**src/rtl/lcf_pkg.sv**
```systemverilog
package lcf_pkg;

    // Register offsets as printed; the added control registers follow them
    localparam logic [7:0] LCF_DRIVE_CONFIG_ADDR = 8'he5;
    localparam logic [7:0] LCF_FRAME_RATE_ADDR   = 8'he6;
    localparam logic [7:0] LCF_CTRL_ADDR         = 8'hf0;
    localparam logic [7:0] LCF_IRQ_STATUS_ADDR   = 8'hf1;
    localparam logic [7:0] LCF_IRQ_CLEAR_ADDR    = 8'hf2;
    localparam logic [7:0] LCF_IRQ_ENABLE_ADDR   = 8'hf3;

    // Reset values
    localparam logic [7:0] LCF_DRIVE_CONFIG_RST = 8'h00;
    localparam logic [7:0] LCF_FRAME_RATE_RST   = 8'h00;
    localparam logic [1:0] LCF_CTRL_RST         = 2'h0;

    // Field positions of the control register
    localparam int LCF_CTRL_ENABLE_BIT  = 0;
    localparam int LCF_CTRL_EXTCLK_BIT  = 1;
    // Field position of the frame start flag in the interrupt registers
    localparam int LCF_IRQ_FRAME_BIT    = 0;
    // Top bit of the segment pin mask, absent on the small variant
    localparam int LCF_SEG_MASK_TOP_BIT = 3;

    // Widths of the pin groups
    localparam int LCF_COM_PINS = 4;
    localparam int LCF_SEG_PINS = 40;

    // Frame length in prescaled clock periods
    localparam logic [2:0] LCF_K_NORMAL = 3'h7;  // Eight periods, minus one
    localparam logic [2:0] LCF_K_THIRD  = 3'h5;  // Six periods, minus one

    // Duty selections
    typedef enum logic [1:0] {
        LCF_DUTY_STATIC  = 2'b00,
        LCF_DUTY_HALF    = 2'b01,
        LCF_DUTY_THIRD   = 2'b10,
        LCF_DUTY_QUARTER = 2'b11
    } lcf_duty_t;

    // Bias modes driven to the analog stage
    typedef enum logic [1:0] {
        LCF_BIAS_STATIC = 2'b00,
        LCF_BIAS_THIRD  = 2'b01,
        LCF_BIAS_HALF   = 2'b10
    } lcf_bias_t;

    // Drive configuration register layout
    typedef struct packed {
        logic      clock_source_select;
        logic      half_bias_select;
        lcf_duty_t duty_select;
        logic [3:0] segment_pin_mask;
    } lcf_drive_config_t;

    // Frame rate register layout
    typedef struct packed {
        logic       reserved7;
        logic [2:0] prescaler_tap_select;
        logic       reserved3;
        logic [2:0] divide_ratio_select;
    } lcf_frame_rate_t;

    // Register port request
    typedef struct packed {
        logic [7:0] addr;
        logic [7:0] wdata;
        logic       wr;
        logic       rd;
    } lcf_bus_req_t;

endpackage

```
**src/rtl/lcf_frame_config.sv**
```systemverilog
`timescale 1ns/10ps

// Register map
// 0xe5 drive configuration, read and write
// 0xe5 fields: 7 clock source, 6 half bias, 5:4 duty, 3:0 segment mask
// 0xe6 frame rate, bits 7 and 3 read zero
// 0xe6 fields: 6:4 prescaler tap, 2:0 divide ratio
// 0xf0 control: bit 0 enable, bit 1 external clock
// 0xf1 interrupt status, read only
// 0xf2 interrupt clear, write only, reads zero
// 0xf3 interrupt enable
// Timing chain
// lcd tick -> prescaler tap (N) -> divider (D) -> prescaled tick
// prescaled tick -> frame phase (K periods) -> frame start
// The prescaler and divider advance only on the selected lcd tick, the frame phase on the prescaled tick
module lcf_frame_config
    import lcf_pkg::*;
#(
    parameter bit LARGE_VARIANT = 1'b1
) (
    // Clock and reset
    input  wire logic                    clk,
    input  wire logic                    rstn,
    // Register port
    input  wire lcf_bus_req_t            busReq,
    output logic [7:0]                   rdata,
    // Asynchronous clock sources as ticks
    input  wire logic                    oscTick,
    input  wire logic                    extClkTick,
    // Frame timing
    output logic                         prescaledClkTick,
    output logic                         frameStart,
    output logic [2:0]                   framePhase,
    // Drive modes for the analog stage
    output lcf_bias_t                    biasMode,
    output lcf_duty_t                    dutyMode,
    // Pin ownership
    output logic [LCF_COM_PINS-1:0]      comActive,
    output logic [LCF_SEG_PINS-1:0]      segActive,
    // Level interrupt
    output logic                         irq
);

    // Software-visible state
    lcf_drive_config_t driveCfg;
    lcf_frame_rate_t   frameCfg;
    logic              lcdEnable;
    logic              extClkSel;
    logic [0:0]        irqStatus;
    logic [0:0]        irqEnable;

    // Frame-timing chain
    logic              lcdTick;
    logic [11:0]       psCount;
    logic [11:0]       psMask;
    logic              psTick;
    logic [2:0]        divCount;
    logic [2:0]        frameLast;
    logic [5:0]        segCount;
    logic [3:0]        maskView;
    logic              frameEvent;
    logic              next_psClk;

    // Register strobes decoded from the port
    logic              wrDrive;
    logic              wrFrame;
    logic              wrCtrl;
    logic              wrIrqClear;
    logic              wrIrqEnable;
    logic [7:0]        next_rdata;

    // Mask as software sees it, with the absent bit forced low
    always_comb begin
        maskView = driveCfg.segment_pin_mask;
        if (!LARGE_VARIANT) begin
            maskView[LCF_SEG_MASK_TOP_BIT] = 1'b0;
        end
    end

    // Write strobe decode, one strobe per writable register
    always_comb begin
        wrDrive     = 1'b0;
        wrFrame     = 1'b0;
        wrCtrl      = 1'b0;
        wrIrqClear  = 1'b0;
        wrIrqEnable = 1'b0;
        if (busReq.wr) begin
            if (busReq.addr == LCF_DRIVE_CONFIG_ADDR) begin
                wrDrive = 1'b1;
            end else if (busReq.addr == LCF_FRAME_RATE_ADDR) begin
                wrFrame = 1'b1;
            end else if (busReq.addr == LCF_CTRL_ADDR) begin
                wrCtrl = 1'b1;
            end else if (busReq.addr == LCF_IRQ_CLEAR_ADDR) begin
                wrIrqClear = 1'b1;
            end else if (busReq.addr == LCF_IRQ_ENABLE_ADDR) begin
                wrIrqEnable = 1'b1;
            end
        end
    end

    // Drive configuration register
    always_ff @(posedge clk or negedge rstn) begin
        if (!rstn) begin
            driveCfg <= LCF_DRIVE_CONFIG_RST;
        end else if (wrDrive) begin
            driveCfg <= busReq.wdata;
        end
    end

    // Frame rate register; reserved bits never store a one
    always_ff @(posedge clk or negedge rstn) begin
        if (!rstn) begin
            frameCfg <= LCF_FRAME_RATE_RST;
        end else if (wrFrame) begin
            frameCfg           <= busReq.wdata;
            frameCfg.reserved7 <= 1'b0;
            frameCfg.reserved3 <= 1'b0;
        end
    end

    // Control register: enable and external clock choice
    always_ff @(posedge clk or negedge rstn) begin
        if (!rstn) begin
            lcdEnable <= LCF_CTRL_RST[LCF_CTRL_ENABLE_BIT];
            extClkSel <= LCF_CTRL_RST[LCF_CTRL_EXTCLK_BIT];
        end else if (wrCtrl) begin
            lcdEnable <= busReq.wdata[LCF_CTRL_ENABLE_BIT];
            extClkSel <= busReq.wdata[LCF_CTRL_EXTCLK_BIT];
        end
    end

    // Interrupt enable register
    always_ff @(posedge clk or negedge rstn) begin
        if (!rstn) begin
            irqEnable <= 1'b0;
        end else if (wrIrqEnable) begin
            irqEnable <= busReq.wdata[LCF_IRQ_FRAME_BIT];
        end
    end

    // Read multiplexer; unmapped and write-only addresses read zero
    always_comb begin
        next_rdata = 8'h00;
        if (busReq.rd) begin
            if (busReq.addr == LCF_DRIVE_CONFIG_ADDR) begin
                next_rdata = {driveCfg.clock_source_select, driveCfg.half_bias_select,
                              driveCfg.duty_select, maskView};
            end else if (busReq.addr == LCF_FRAME_RATE_ADDR) begin
                next_rdata = {1'b0, frameCfg.prescaler_tap_select,
                              1'b0, frameCfg.divide_ratio_select};
            end else if (busReq.addr == LCF_CTRL_ADDR) begin
                next_rdata = {6'h00, extClkSel, lcdEnable};
            end else if (busReq.addr == LCF_IRQ_STATUS_ADDR) begin
                next_rdata = {7'h00, irqStatus};
            end else if (busReq.addr == LCF_IRQ_ENABLE_ADDR) begin
                next_rdata = {7'h00, irqEnable};
            end
        end
    end

    // Read data register, valid in the cycle after the strobe only
    always_ff @(posedge clk or negedge rstn) begin
        if (!rstn) begin
            rdata <= 8'h00;
        end else begin
            rdata <= next_rdata;
        end
    end

    // LCD clock tick: system clock runs every cycle, async source ticks
    always_comb begin
        if (!driveCfg.clock_source_select) begin
            lcdTick = 1'b1;
        end else if (extClkSel) begin
            lcdTick = extClkTick;
        end else begin
            lcdTick = oscTick;
        end
    end

    // Prescaler tap mask, N minus one
    always_comb begin
        case (frameCfg.prescaler_tap_select)
            3'h0:    psMask = 12'h00f;
            3'h1:    psMask = 12'h03f;
            3'h2:    psMask = 12'h07f;
            3'h3:    psMask = 12'h0ff;
            3'h4:    psMask = 12'h1ff;
            3'h5:    psMask = 12'h3ff;
            3'h6:    psMask = 12'h7ff;
            default: psMask = 12'hfff;
        endcase
    end

    // Every tap mask holds the low four bits, so ticks stay at least 16 counts apart
    assign psTick = lcdTick && ((psCount & psMask) == psMask);

    // Prescaler counter, free running on the LCD clock
    always_ff @(posedge clk or negedge rstn) begin
        if (!rstn) begin
            psCount <= 12'h000;
        end else if (!lcdEnable) begin
            psCount <= 12'h000;
        end else if (lcdTick) begin
            psCount <= psCount + 12'h001;
        end
    end

    // Divide by D, where D is the field plus one
    // The >= compare lets a smaller ratio apply without a wrap-around stall
    always_ff @(posedge clk or negedge rstn) begin
        if (!rstn) begin
            divCount <= 3'h0;
        end else if (!lcdEnable) begin
            divCount <= 3'h0;
        end else if (psTick) begin
            if (divCount >= frameCfg.divide_ratio_select) begin
                divCount <= 3'h0;
            end else begin
                divCount <= divCount + 3'h1;
            end
        end
    end

    assign next_psClk = lcdEnable && psTick && (divCount >= frameCfg.divide_ratio_select);

    // Prescaled clock tick, once per N*D LCD clocks
    always_ff @(posedge clk or negedge rstn) begin
        if (!rstn) begin
            prescaledClkTick <= 1'b0;
        end else begin
            prescaledClkTick <= next_psClk;
        end
    end

    // Frame length depends on duty
    assign frameLast = (driveCfg.duty_select == LCF_DUTY_THIRD) ? LCF_K_THIRD
                                                                 : LCF_K_NORMAL;
    // A frame shortened mid-way wraps on the next prescaled tick instead of running past its end
    assign frameEvent = prescaledClkTick && (framePhase >= frameLast);

    // Phase within a frame, in prescaled periods
    always_ff @(posedge clk or negedge rstn) begin
        if (!rstn) begin
            framePhase <= 3'h0;
        end else if (!lcdEnable) begin
            framePhase <= 3'h0;
        end else if (prescaledClkTick) begin
            if (framePhase >= frameLast) begin
                framePhase <= 3'h0;
            end else begin
                framePhase <= framePhase + 3'h1;
            end
        end
    end

    // Frame start pulse
    always_ff @(posedge clk or negedge rstn) begin
        if (!rstn) begin
            frameStart <= 1'b0;
        end else begin
            frameStart <= frameEvent;
        end
    end

    // Sticky frame flag; a new frame wins over a clear in the same cycle
    always_ff @(posedge clk or negedge rstn) begin
        if (!rstn) begin
            irqStatus <= 1'b0;
        end else if (frameEvent) begin
            irqStatus <= 1'b1;
        end else if (wrIrqClear && busReq.wdata[LCF_IRQ_FRAME_BIT]) begin
            irqStatus <= 1'b0;
        end
    end

    // Level interrupt, high while an enabled flag is set
    assign irq = irqStatus[0] && irqEnable[0];

    // Duty decode, copied straight from the register
    always_ff @(posedge clk or negedge rstn) begin
        if (!rstn) begin
            dutyMode <= LCF_DUTY_STATIC;
        end else begin
            dutyMode <= driveCfg.duty_select;
        end
    end

    // Bias decode; static duty overrides the bias bit
    always_ff @(posedge clk or negedge rstn) begin
        if (!rstn) begin
            biasMode <= LCF_BIAS_STATIC;
        end else if (driveCfg.duty_select == LCF_DUTY_STATIC) begin
            biasMode <= LCF_BIAS_STATIC;
        end else if (driveCfg.half_bias_select) begin
            biasMode <= LCF_BIAS_HALF;
        end else begin
            biasMode <= LCF_BIAS_THIRD;
        end
    end

    // Segment pin count from the mask
    always_comb begin
        case (maskView)
            4'h0:    segCount = 6'd13;
            4'h1:    segCount = 6'd15;
            4'h2:    segCount = 6'd17;
            4'h3:    segCount = 6'd19;
            4'h4:    segCount = 6'd21;
            4'h5:    segCount = 6'd23;
            4'h6:    segCount = 6'd24;
            4'h7:    segCount = 6'd25;
            4'h8:    segCount = 6'd27;
            4'h9:    segCount = 6'd29;
            4'ha:    segCount = 6'd31;
            4'hb:    segCount = 6'd33;
            4'hc:    segCount = 6'd35;
            4'hd:    segCount = 6'd37;
            4'he:    segCount = 6'd39;
            default: segCount = 6'd40;
        endcase
    end

    // Pin ownership: high means LCD drives it, low means port function
    genvar gi;
    generate
        for (gi = 0; gi < LCF_SEG_PINS; gi++) begin : g_seg
            always_ff @(posedge clk or negedge rstn) begin
                if (!rstn) begin
                    segActive[gi] <= 1'b0;
                end else begin
                    segActive[gi] <= lcdEnable && (6'(gi) < segCount);
                end
            end
        end
    endgenerate

    // Common ownership follows the duty choice
    generate
        for (gi = 0; gi < LCF_COM_PINS; gi++) begin : g_com
            always_ff @(posedge clk or negedge rstn) begin
                if (!rstn) begin
                    comActive[gi] <= 1'b0;
                end else begin
                    comActive[gi] <= lcdEnable && (2'(gi) <= driveCfg.duty_select);
                end
            end
        end
    endgenerate

endmodule // lcf_frame_config

```
**config.mk**
```make
export PLATFORM = sky130hd
export DESIGN_NAME = lcf_frame_config
export DESIGN_NICKNAME = d
export VERILOG_FILES = /design/src/rtl/lcf_pkg.sv /design/src/rtl/lcf_frame_config.sv
export SDC_FILE = /design/constraint.sdc
export NUM_CORES = 1
export LEC_CHECK = 0
export BUFFER_PORTS_ARGS = -buffer_cell sky130_fd_sc_hd__buf_4
export CELL_PAD_IN_SITES_DETAIL_PLACEMENT = 0
export CELL_PAD_IN_SITES_GLOBAL_PLACEMENT = 1
export CORE_ASPECT_RATIO = 2
export CORE_UTILIZATION = 25
export DETAILED_ROUTE_END_ITERATION = 10
export GPL_TIMING_DRIVEN = 0
export PLACE_DENSITY = 0.49
export RECOVER_POWER = 100
export SETUP_SLACK_MARGIN = 0.3
export SYNTH_ARGS = -nofsm -noshare
export SYNTH_HDL_FRONTEND = slang
export SYNTH_SLANG_ARGS = --single-unit
```
**constraint.sdc**
```tcl
create_clock -name clk -period 7 [get_ports clk]
set_clock_uncertainty 0.1 [all_clocks]
set_input_delay 0.35 -clock clk [delete_from_list [all_inputs] [get_ports clk]]
set_output_delay 0.35 -clock clk [all_outputs]
set_load 0.1 [all_outputs]
```
# Word-level counts from Yosys, hierarchy flattened
# Memories as Yosys holds them, arrays and structs flattened.
# Cells that the tools add are included.
totals:
  ff_bits: 94
  latchBits: 0
  ramBits: 0
  rom_bits: 96
  inputBits: 22
  out_inout_bits: 62
  wordCells: 225
  n_memories: 1
memory_table:
  columns: ["memory", "depth", "word_bits", "read_ports", "rd_ports_with_merged_regs", "wr", "line", "rtl"]
  rows:
  - ["(name not given)", 16, 6, 1, 0, 0, "lcf_frame_config.sv:305", "case (maskView)"]
op_classes:
  n_addsub: 3
  multipliers: 0
  div: 0
  n_lt_le_gt_ge: 46
  eq_ne: 17
  n_shift: 0
  n_mux: 42
  n_bitwise: 1
  n_reduce_logical: 53
ops:
  columns: ["operator", "n"]
  rows:
  - ["$lt A5 B6 Y1 const A", 16]
  - ["$pmux W12 S7", 1]
  - ["$logic_and A1 B1 Y1", 50]
  - ["$eq A8 B8 Y1 const B", 6]
  - ["$lt A4 B6 Y1 const A", 8]
  - ["$lt A6 B6 Y1 const A", 8]
  - ["$mux W1", 26]
  - ["$lt A3 B6 Y1 const A", 4]
  - ["$mux W12", 2]
  - ["$mux W3", 6]
  - ["$mux W8", 2]
  - ["$add A12 B1 Y12 const B", 1]
  - ["$and A12 B12 Y12", 1]
  - ["$eq A12 B12 Y1", 1]
  - ["$lt A1 B6 Y1 const A", 2]
  - ["$lt A2 B6 Y1 const A", 2]
  - ["$eq A3 B3 Y1 const B", 3]
  - ["$mux W2", 4]
  - ["$mux W7", 1]
  - ["$add A3 B1 Y3 const B", 2]
  - ["$eq A3 B2 Y1 const B", 2]
  - ["$ge A3 B3 Y1", 2]
  - ["$le A1 B2 Y1 const A", 2]
  - ["$le A2 B2 Y1 const A", 2]
  - ["other kinds (7)", 8]

# Longest topological paths before layout
# Gate-level depths: netlist (run 1).
logic_depth:
  depth_word: 9
  depth_mapped: 9

# Least setup slack after synthesis (run 1)
# Ideal clock, no wire load.
synth_path:
  path_type: "register to register"
  startpoint: "reg driveCfg, in the netlist maskView[2]"
  endpoint: "reg segActive[28]"
  setup_time_ns: 0.078
  arrival_ns: 2.261
  t_required_ns: 6.822
  path_slack_ns: 4.561
  stages_incl_launch_ff: 10
  synth_period_minus_slack_ns: 2.439
  cell_sequence: "dfrtp_1 -> clkbuf_1 -> inv_1 -> ha_1 -> buf_2 -> nor2b_1 -> a21o_1 -> nand2b_1 -> or3_1 -> a21oi_1"
synth_between:
  elab_chain_len: 3
synth_lines:
  columns: ["element", "line", "rtl"]
  rows:
  - ["start: declaration", "lcf_frame_config.sv:45", "lcf_drive_config_t driveCfg;"]
  - ["start signal: assignment", "lcf_frame_config.sv:107", "driveCfg <= busReq.wdata;"]
  - ["$mem_v2 Z16 W6", null, null]
  - ["$lt A5 B6 Y1", "lcf_frame_config.sv:333", "segActive[gi] <= lcdEnable && (6'(gi) < segCount);"]
  - ["$logic_and A1 B1 Y1", "lcf_frame_config.sv:333", null]
  - ["end signal: indexed assignment", "lcf_frame_config.sv:333", null]
  - ["end: declaration", "lcf_frame_config.sv:39", "output logic [LCF_SEG_PINS-1:0] segActive,"]
# Every way passes these cells.
# A chain may end at the register's enable or synchronous reset.

# Final worst setup path (run 1)
layout_path:
  startpoint: "reg driveCfg, in the netlist maskView[2]"
  endpoint: "reg segActive[0]"
layout_between:
  elab_chain_len: 3
layout_lines:
  columns: ["element", "line"]
  rows:
  - ["$mem_v2 Z16 W6", null]
  - ["$lt A1 B6 Y1", "lcf_frame_config.sv:333"]
  - ["$logic_and A1 B1 Y1", "lcf_frame_config.sv:333"]
# Every way passes these cells.

==> summary.md, run 1 <==
| Metric | Value |
|---|---|
| Fillers | `1,707` |
| Syn Area/Cell | `11.0 µm²` |
| Mapped Area | `4090 µm²` |
| PwrDens | `248 nW/µm²` |
| Chip height | `183 µm` |
| FF-to-FF End | `segActive[0]$_DFF_PN0_` |
| Reg2reg path depth | `9` |
| RR Startpoint | `maskView[2]$_DFFE_PN0P_` |
| CTS Buffer Depth | `2` |
| Internal | `902 µW` |
| Clk network pwr share | `0.428` |
| Sw frac | `0.274` |
| Post-synth EDFFs | `0` |
| Power Total | `1.24 mW` |
| Overall Global Routing Usage | `0.145` |
| Final hold vios | `0` |
| 1st-iter DRT viols | `126` |
| DR DRC count | `0` |
| Post-synthesis instance total | `373` |
| Vias in the first global route | `3,276` |
| Final Max Slew Viols | `0` |
| Worst EP arrival | `3.69 ns` |
| H-tree depth | `3` |
| Synth-to-layout area growth | `22.7%` |
| First-pass GRT wire length | `18,300 µm` |
| CTS tree | `done` |
| Synth area leaders | `dfrtp_1 58%, mux2_2 4.1%, ha_1 4.0%, a21oi_1 3.8%, nor2_1 3.5%` |
| CP Class | `reg2reg` |
| Antenna diode instance count | `0` |
| Die Wd | `92.4 µm` |
| Kind of end point of the critical path | `flip-flop` |
| Final min period | `3.61 ns` |
| Worst slew pin tran | `1.22 ns` |
| Max Freq | `277 MHz` |
| Post-Syn Nets | `408` |
| Critical Path Fanout Max | `10` |
| VDD IR max | `0.000121 V` |
| I/O pin total | `84` |
| PortBufs | `83` |
| Number of max-cap violations | `0` |
| CORE AREA | `15,900 µm²` |
| Status | `completed` |
| Cell taking the most area after synthesis | `dfrtp_1` |
| Layout cell share with drive strength beyond 1 | `0.115` |
| Row count | `65` |
| RSZ-0062 raised after global routing | `false` |
| Seq cells post-synth | `94` |
| Gr ovfl total | `0` |
| Min-Delay Path Class | `in2async` |
| Ys async rst share | `1.00` |
| CTS sink cnt | `94` |
| Critical Path Start Type | `flip-flop` |
| Post-synthesis sequential area ratio | `0.575` |
| Reg clk slew, reported paths | `0.07 ns` |
| Initial cell density of the core | `0.258` |
| Die area | `16,900 µm²` |
| Part of the power in registers | `0.454` |
| Initial antenna violation count | `0` |
| Via count | `3,077` |
| Routed WL | `11,600 µm` |
| Setup_tns | `0 ns` |
| Clk Tree Root Cell | `clkbuf_16` |
| Pleak | `2.38 nW` |
| Final ANT Viol Nets | `0` |
| Post-cts sizing count | `0` |
| WP data required | `7.08 ns` |
| Worst slew margin | `0.188` |
| Combinational share of power | `0.119` |
| Routability Congestion | `0.762` |
| Synth cell types | `45` |
| Tcrit/Tclk final | `0.516` |
| Net Sw Power | `340 µW` |
| Post-synth top flop | `dfrtp_1` |
| Setup violators final | `0` |
| WL/cell | `17.2 µm` |
| Top cell type's share of synthesized area | `0.575` |
| Setup repair bufs after CTS | `0` |
| Number of synthesis warnings | `0` |
| Post-detail-place hpwl | `8510 µm` |
| Clk_lat worst skew | `0.34 ns` |
| Final #Nets | `502` |
| Hold_buf cts | `0` |
| Vias/cell | `4.58` |
| Final Util | `0.316` |
| R2r setup slk | `3.39 ns` |
| Cts bufs inserted | `9` |
| DRT Pass-1 Iters | `4` |
| Largest net degree at the start of global routing | `95` |
==> power by group through the flow <==
stage,Clock [mW],Combinational [mW],Sequential (mW)
after floorplan,0,0.0507,0.620
after global placement,0,0.155,0.575
after detailed placement,0,0.157,0.575
after CTS,0.552,0.157,0.565
after global routing,0.567,0.159,0.566
final,0.531,0.147,0.564
==> layer usage <==
layer,track usage,up-vias,share of wire
met4,0.0481,0,0.018
met3,0.0216,13,0.031
li1,-,1475,-
met5,0,-,0
met1,0.142,1521,0.35
met2,0.297,68,0.60
==> critical path, stage by stage (launching register included) <==
cell and delay [ns]:
dfrtp_1 0.46, clkbuf_1 0.45, inv_1 0.17, ha_1 0.31, clkbuf_1 0.39, nor2b_1 0.44
a21o_1 0.31, nand2_1 0.14, o21ai_0 0.45, o21ai_0 0.22
==> area by class of cell <==
cell class	instances	area, µm²	area share
inverters	18	67.6	0.0135
clock buffers	9	225	0.0449
well taps	201	251	0.0501
plain buffers	14	53.8	0.0107
repair buffers	83	390	0.0778
flip-flops and latches	94	2350	0.469
clock inverters	6	93.8	0.0187
multi-input cells	247	1580	0.315
==> kinds of logic (layout without fill, tap and decap cells) <==
family / after synthesis / count (layout) / share of synthesized area
xor gates and xnor gates: 12 / 12 / 0.0257
buffers and inverters: 32 / 130 / 0.0303
AOI/OAI and AO/OA: 80 / 80 / 0.119
adders and majority gates: 13 / 13 / 0.0398
and+or+nand+nor: 123 / 123 / 0.159
muxes: 19 / 19 / 0.0511
DFF: 94 / 94 / 0.575
==> worst max path at each step <==
| stage | start | end | slack (ns) | depth (start not counted) |
|---|---|---|---|---|
| floorplan | maskView[2]$_DFFE_PN0P_ | segActive[28]$_DFF_PN0_ | 4.56 | 9 |
| global placement | maskView[2]$_DFFE_PN0P_ | segActive[0]$_DFF_PN0_ | 3.72 | 9 |
| detailed placement | maskView[2]$_DFFE_PN0P_ | segActive[0]$_DFF_PN0_ | 3.64 | 9 |
| CTS | maskView[2]$_DFFE_PN0P_ | segActive[0]$_DFF_PN0_ | 3.64 | 9 |
| global route | maskView[2]$_DFFE_PN0P_ | segActive[0]$_DFF_PN0_ | 3.26 | 9 |
| finish | maskView[2]$_DFFE_PN0P_ | segActive[0]$_DFF_PN0_ | 3.39 | 9 |
==> cells in the mapped netlist (all sizes together) (7+ instances only) <==
cell type  count
xnor2          7
nor2b          9
mux2          15
o21ai         17
ha            13
a21o           7
dfrtp         94
inv           18
a21oi         32
nand2         22
and3           9
nand3         11
clkbuf        11
nor2          38
==> cell usage in the layout, fill, tap and decap left out, types with 2 or more instances in the layout <==
cell and n:
dfrtp_1 94, clkbuf_1 75, nor2_1 38, a21oi_1 32, nand2_1 22, buf_4 20
inv_1 18, o21ai_0 17, mux2_2 15, ha_1 13, nand3_1 11, and3_1 9
nor2b_1 9, clkbuf_16 9, a21o_1 7, xnor2_1 7, nand2b_1 6, xor2_1 5
a22oi_1 4, a31oi_1 4, mux2i_1 4, or3_1 4, a41oi_1 4, nand4_1 4
or4_1 3, and2_0 3, o21a_1 3, and2_1 3, inv_6 3, nor3b_1 2
a211oi_1 2, nor3_1 2, nand3b_1 2, bufinv_16 2
==> state kept, by name (all words and copies together) (netlist names) <==
signal            count
comActive             4
maskView              4
dutyMode              2
psCount              12
frameStart            1
segActive            40
frameCfg              6
extClkSel             1
lcdEnable             1
prescaledClkTick      1
irqStatus             1
driveCfg              4
irqEnable             1
divCount              3
rdata                 8
biasMode              2
framePhase            3
==> per-stage QoR <==
step / instance area [µm²] / cells / hold WS, ns / worst slack [ns]
2_1_floorplan: 4090 / 373 / -0.0456 / 4.56
3_3_place_gp: 4960 / 657 / 0.283 / 3.72
3_5_place_dp: 4960 / 657 / 0.306 / 3.64
4_1_cts: 5280 / 672 / 0.128 / 3.64
5_1_grt: 5020 / 672 / 0.141 / 3.26
6_report: 5020 / 672 / 0.102 / 3.39
Power figures use the tool's default switching activity.
==> inputs of run 2 (changes only) <==
Clock period 7 ns to 3.5 ns, I/O delays scaled along.
==> run 2 against run 1 <==
Net effect: the run now ends with capacitance limit, slew limit left; worst hold slack got worse by 0.068 ns; setup slack got worse by 3.0 ns; sequential power increased by 100%; combinational power increased by 100%; final area increased by 1.4%; non-clock buffer count increased by 7; count of clock-buffer cells in the layout unchanged; sequential cell count unchanged; clock power increased by 100%; cell count increased by 1.0%; critical endpoint unchanged.
==> summary.md, run 2 (synthesis gave the netlist of run 1 again) <==
| Metric | Value |
|---|---|
| Status | `finished with violations` |
| Failing checks | `capacitance limit, slew limit` |
| FF-to-FF End | `segActive[0]$_DFF_PN0_` |
| Via count | `3,103 (+0.84%)` |
| Overall Global Routing Usage | `0.145 (+0.000174)` |
| R2r setup slk | `0.34 ns (-3.05 ns)` |
| Setup repair bufs after CTS | `0 (unchanged)` |
| CTS sink cnt | `94 (unchanged)` |
| Vias in the first global route | `3,287 (+0.34%)` |
| I/O pin total | `84 (unchanged)` |
| Final Max Slew Viols | `95 (+95)` |
| Final #Nets | `509 (+1.4%)` |
| Register area | `2350 µm² (unchanged)` |
| Biggest register | `segActive` |
| Row count | `65 (unchanged)` |
| Final ANT Viol Nets | `0 (unchanged)` |
| CTS Buffer Depth | `2 (unchanged)` |
| Worst EP arrival | `3.24 ns (-0.45 ns)` |
| Tcrit/Tclk final | `0.902 (+0.386)` |
| Worst slew pin tran | `2.37 ns (+1.15 ns)` |
| Most frequent CP cell | `o21ai_0` |
| Number of max-cap violations | `1 (+1)` |
| Kind of end point of the critical path | `flip-flop` |
| Gr ovfl total | `0 (unchanged)` |
| Antenna diode instance count | `0 (unchanged)` |
| RR Startpoint | `maskView[2]$_DFFE_PN0P_` |
| Die Wd | `92.4 µm (unchanged)` |
| Chip height | `183 µm (unchanged)` |
| Critical Path Start Type | `flip-flop` |
| PortBufs | `83 (unchanged)` |
| Setup_tns | `0 ns (unchanged)` |
| Clk_lat worst skew | `0.34 ns (about the same)` |
| Pleak | `2.42 nW (+1.5%)` |
| Max reg flops | `40 (unchanged)` |
| Setup violators final | `0 (unchanged)` |
| VDD IR max | `0.000243 V (+100%)` |
| Cells on Worst Hold Path | `2` |
| Multi-input gate area in the final layout | `1580 µm² (unchanged)` |
| Cts bufs inserted | `9 (unchanged)` |
| Fin area | `5090 µm² (+1.4%)` |
| Worst-path cell chain | `clkbuf_2, inv_1, ha_1, buf_2, nor2b_1, a21o_1, nand2_1, o21ai_0, o21ai_0` |
| Hold Crit Start | `busReq[2]` |
| CORE AREA | `15,900 µm² (unchanged)` |
| H-tree depth | `3 (unchanged)` |
| PwrDens | `490 nW/µm² (+98%)` |
| Regs by FF count | `segActive x40, psCount x12, rdata x8` |
| Worst path max stage delay | `0.46 ns (about the same)` |
| RSZ-0062 raised after global routing | `false` |
| Crit path buffers/inverters | `3 (unchanged)` |
| Largest net degree at the start of global routing | `95 (unchanged)` |
| Final min period | `3.16 ns (-0.454 ns)` |
| Clk Tree Root Cell | `clkbuf_16` |
| CP Class | `reg2reg` |
| Vias/cell | `4.57 (-0.19%)` |
| Most common cell after layout, fill and taps aside | `dfrtp_1` |
| Post-detail-place hpwl | `8510 µm (unchanged)` |
| CTS tree | `done` |
| Worst setup endpoint | `segActive[0]$_DFF_PN0_` |
| Max Freq | `317 MHz (+14%)` |
| Min-Delay Path Class | `in2reg` |
| Initial cell density of the core | `0.258 (unchanged)` |
| Routability Congestion | `0.762 (unchanged)` |
| Most frequent cells in the layout | `94 x dfrtp_1, 73 x clkbuf_1, 38 x nor2_1` |
| Critical path's top delay family | `compound AO/OA/AOI/OAI gates` |
| WP data required | `3.58 ns (-3.50 ns)` |
| Synth-to-layout area growth | `24.5%` |
| 1st-iter DRT viols | `107 (-15%)` |
| Initial antenna violation count | `0 (unchanged)` |
| Critical Path Fanout Max | `10 (unchanged)` |
| DR DRC count | `0 (unchanged)` |
| Slowest CP cell | `dfrtp_1` |
| First-pass GRT wire length | `18,300 µm (+0.19%)` |
| Reg clk slew, reported paths | `0.07 ns (about the same)` |
| Layout cell share with drive strength beyond 1 | `0.117 (+0.00251)` |
| Fillers | `1,707 (unchanged)` |
| Post-DP Area | `4960 µm² (unchanged)` |
| Worst slew margin | `-0.581 (-0.769)` |
| Die area | `16,900 µm² (unchanged)` |
| Critical path depth in cells | `9 (unchanged)` |
| Worst setup path start | `maskView[2]$_DFFE_PN0P_` |
| Final hold vios | `0 (unchanged)` |
| Reg2reg path depth | `9 (unchanged)` |
| Routed WL | `11,600 µm (+0.23%)` |
| DRT Pass-1 Iters | `4 (unchanged)` |
| WL/cell | `17.1 µm (-0.80%)` |
-- run 2: stage by stage --
stage,hold slack [ns],cells,setup WS [ns],power (mW),util
2_1_floorplan,-0.221,373,1.06,1.34,-
3_3_place_gp,0.283,657,0.215,1.46,0.313
3_5_place_dp,0.306,657,0.144,1.46,0.313
4_1_cts,0.0158,679,0.343,2.55,0.338
5_1_grt,0.0194,679,0.205,2.59,0.321
6_report,0.0335,679,0.343,2.49,0.321
-- run 2: worst min-delay path by stage --
| stage | endpoint | slack [ns] |
|---|---|---|
| global route | maskView[0]$_DFFE_PN0P_ | 0.02 |
| detailed placement | frameCfg[2]$_DFFE_PN0P_ | 0.31 |
| CTS | irqEnable$_DFFE_PN0P_ | 0.02 |
| global placement | comActive[0]$_DFF_PN0_ | 0.28 |
| floorplan | biasMode[0]$_DFF_PN0_ | -0.22 |
| finish | irqEnable$_DFFE_PN0P_ | 0.03 |
-- run 2: power by group --
group          internal [mW]  switching [mW]
logic                 0.0700           0.230
clock network          0.630           0.434
registers               1.11          0.0185
total                   1.81           0.682
-- run 2: cell type report --
| cell class | instances | share of cell area |
|---|---|---|
| flip-flops and latches | 94 | 0.462 |
| multi-input cells | 247 | 0.311 |
| repair buffers | 90 | 0.0900 |
| well taps | 201 | 0.0494 |
| clock buffers | 9 | 0.0443 |
| clock inverters | 6 | 0.0184 |
| inverters | 18 | 0.0133 |
| plain buffers | 14 | 0.0111 |
-- run 2: routing by layer --
| metal | GRT usage | share of wire | wire [µm] | vias to the layer above |
|---|---|---|---|---|
| li1 | - | - | - | 1489 |
| met1 | 0.142 | 0.34 | 4000 | 1534 |
| met2 | 0.297 | 0.60 | 7010 | 68 |
| met3 | 0.0216 | 0.033 | 387 | 12 |
| met4 | 0.0481 | 0.018 | 212 | 0 |
| met5 | 0 | 0 | 0 | - |
-- run 2: what timing repair did --
action	4_1_cts	5_1_grt
endpoints found under the setup margin	6	3
resized for setup	1	2
hold endpoints to repair	11	0
hold buffers	7	0
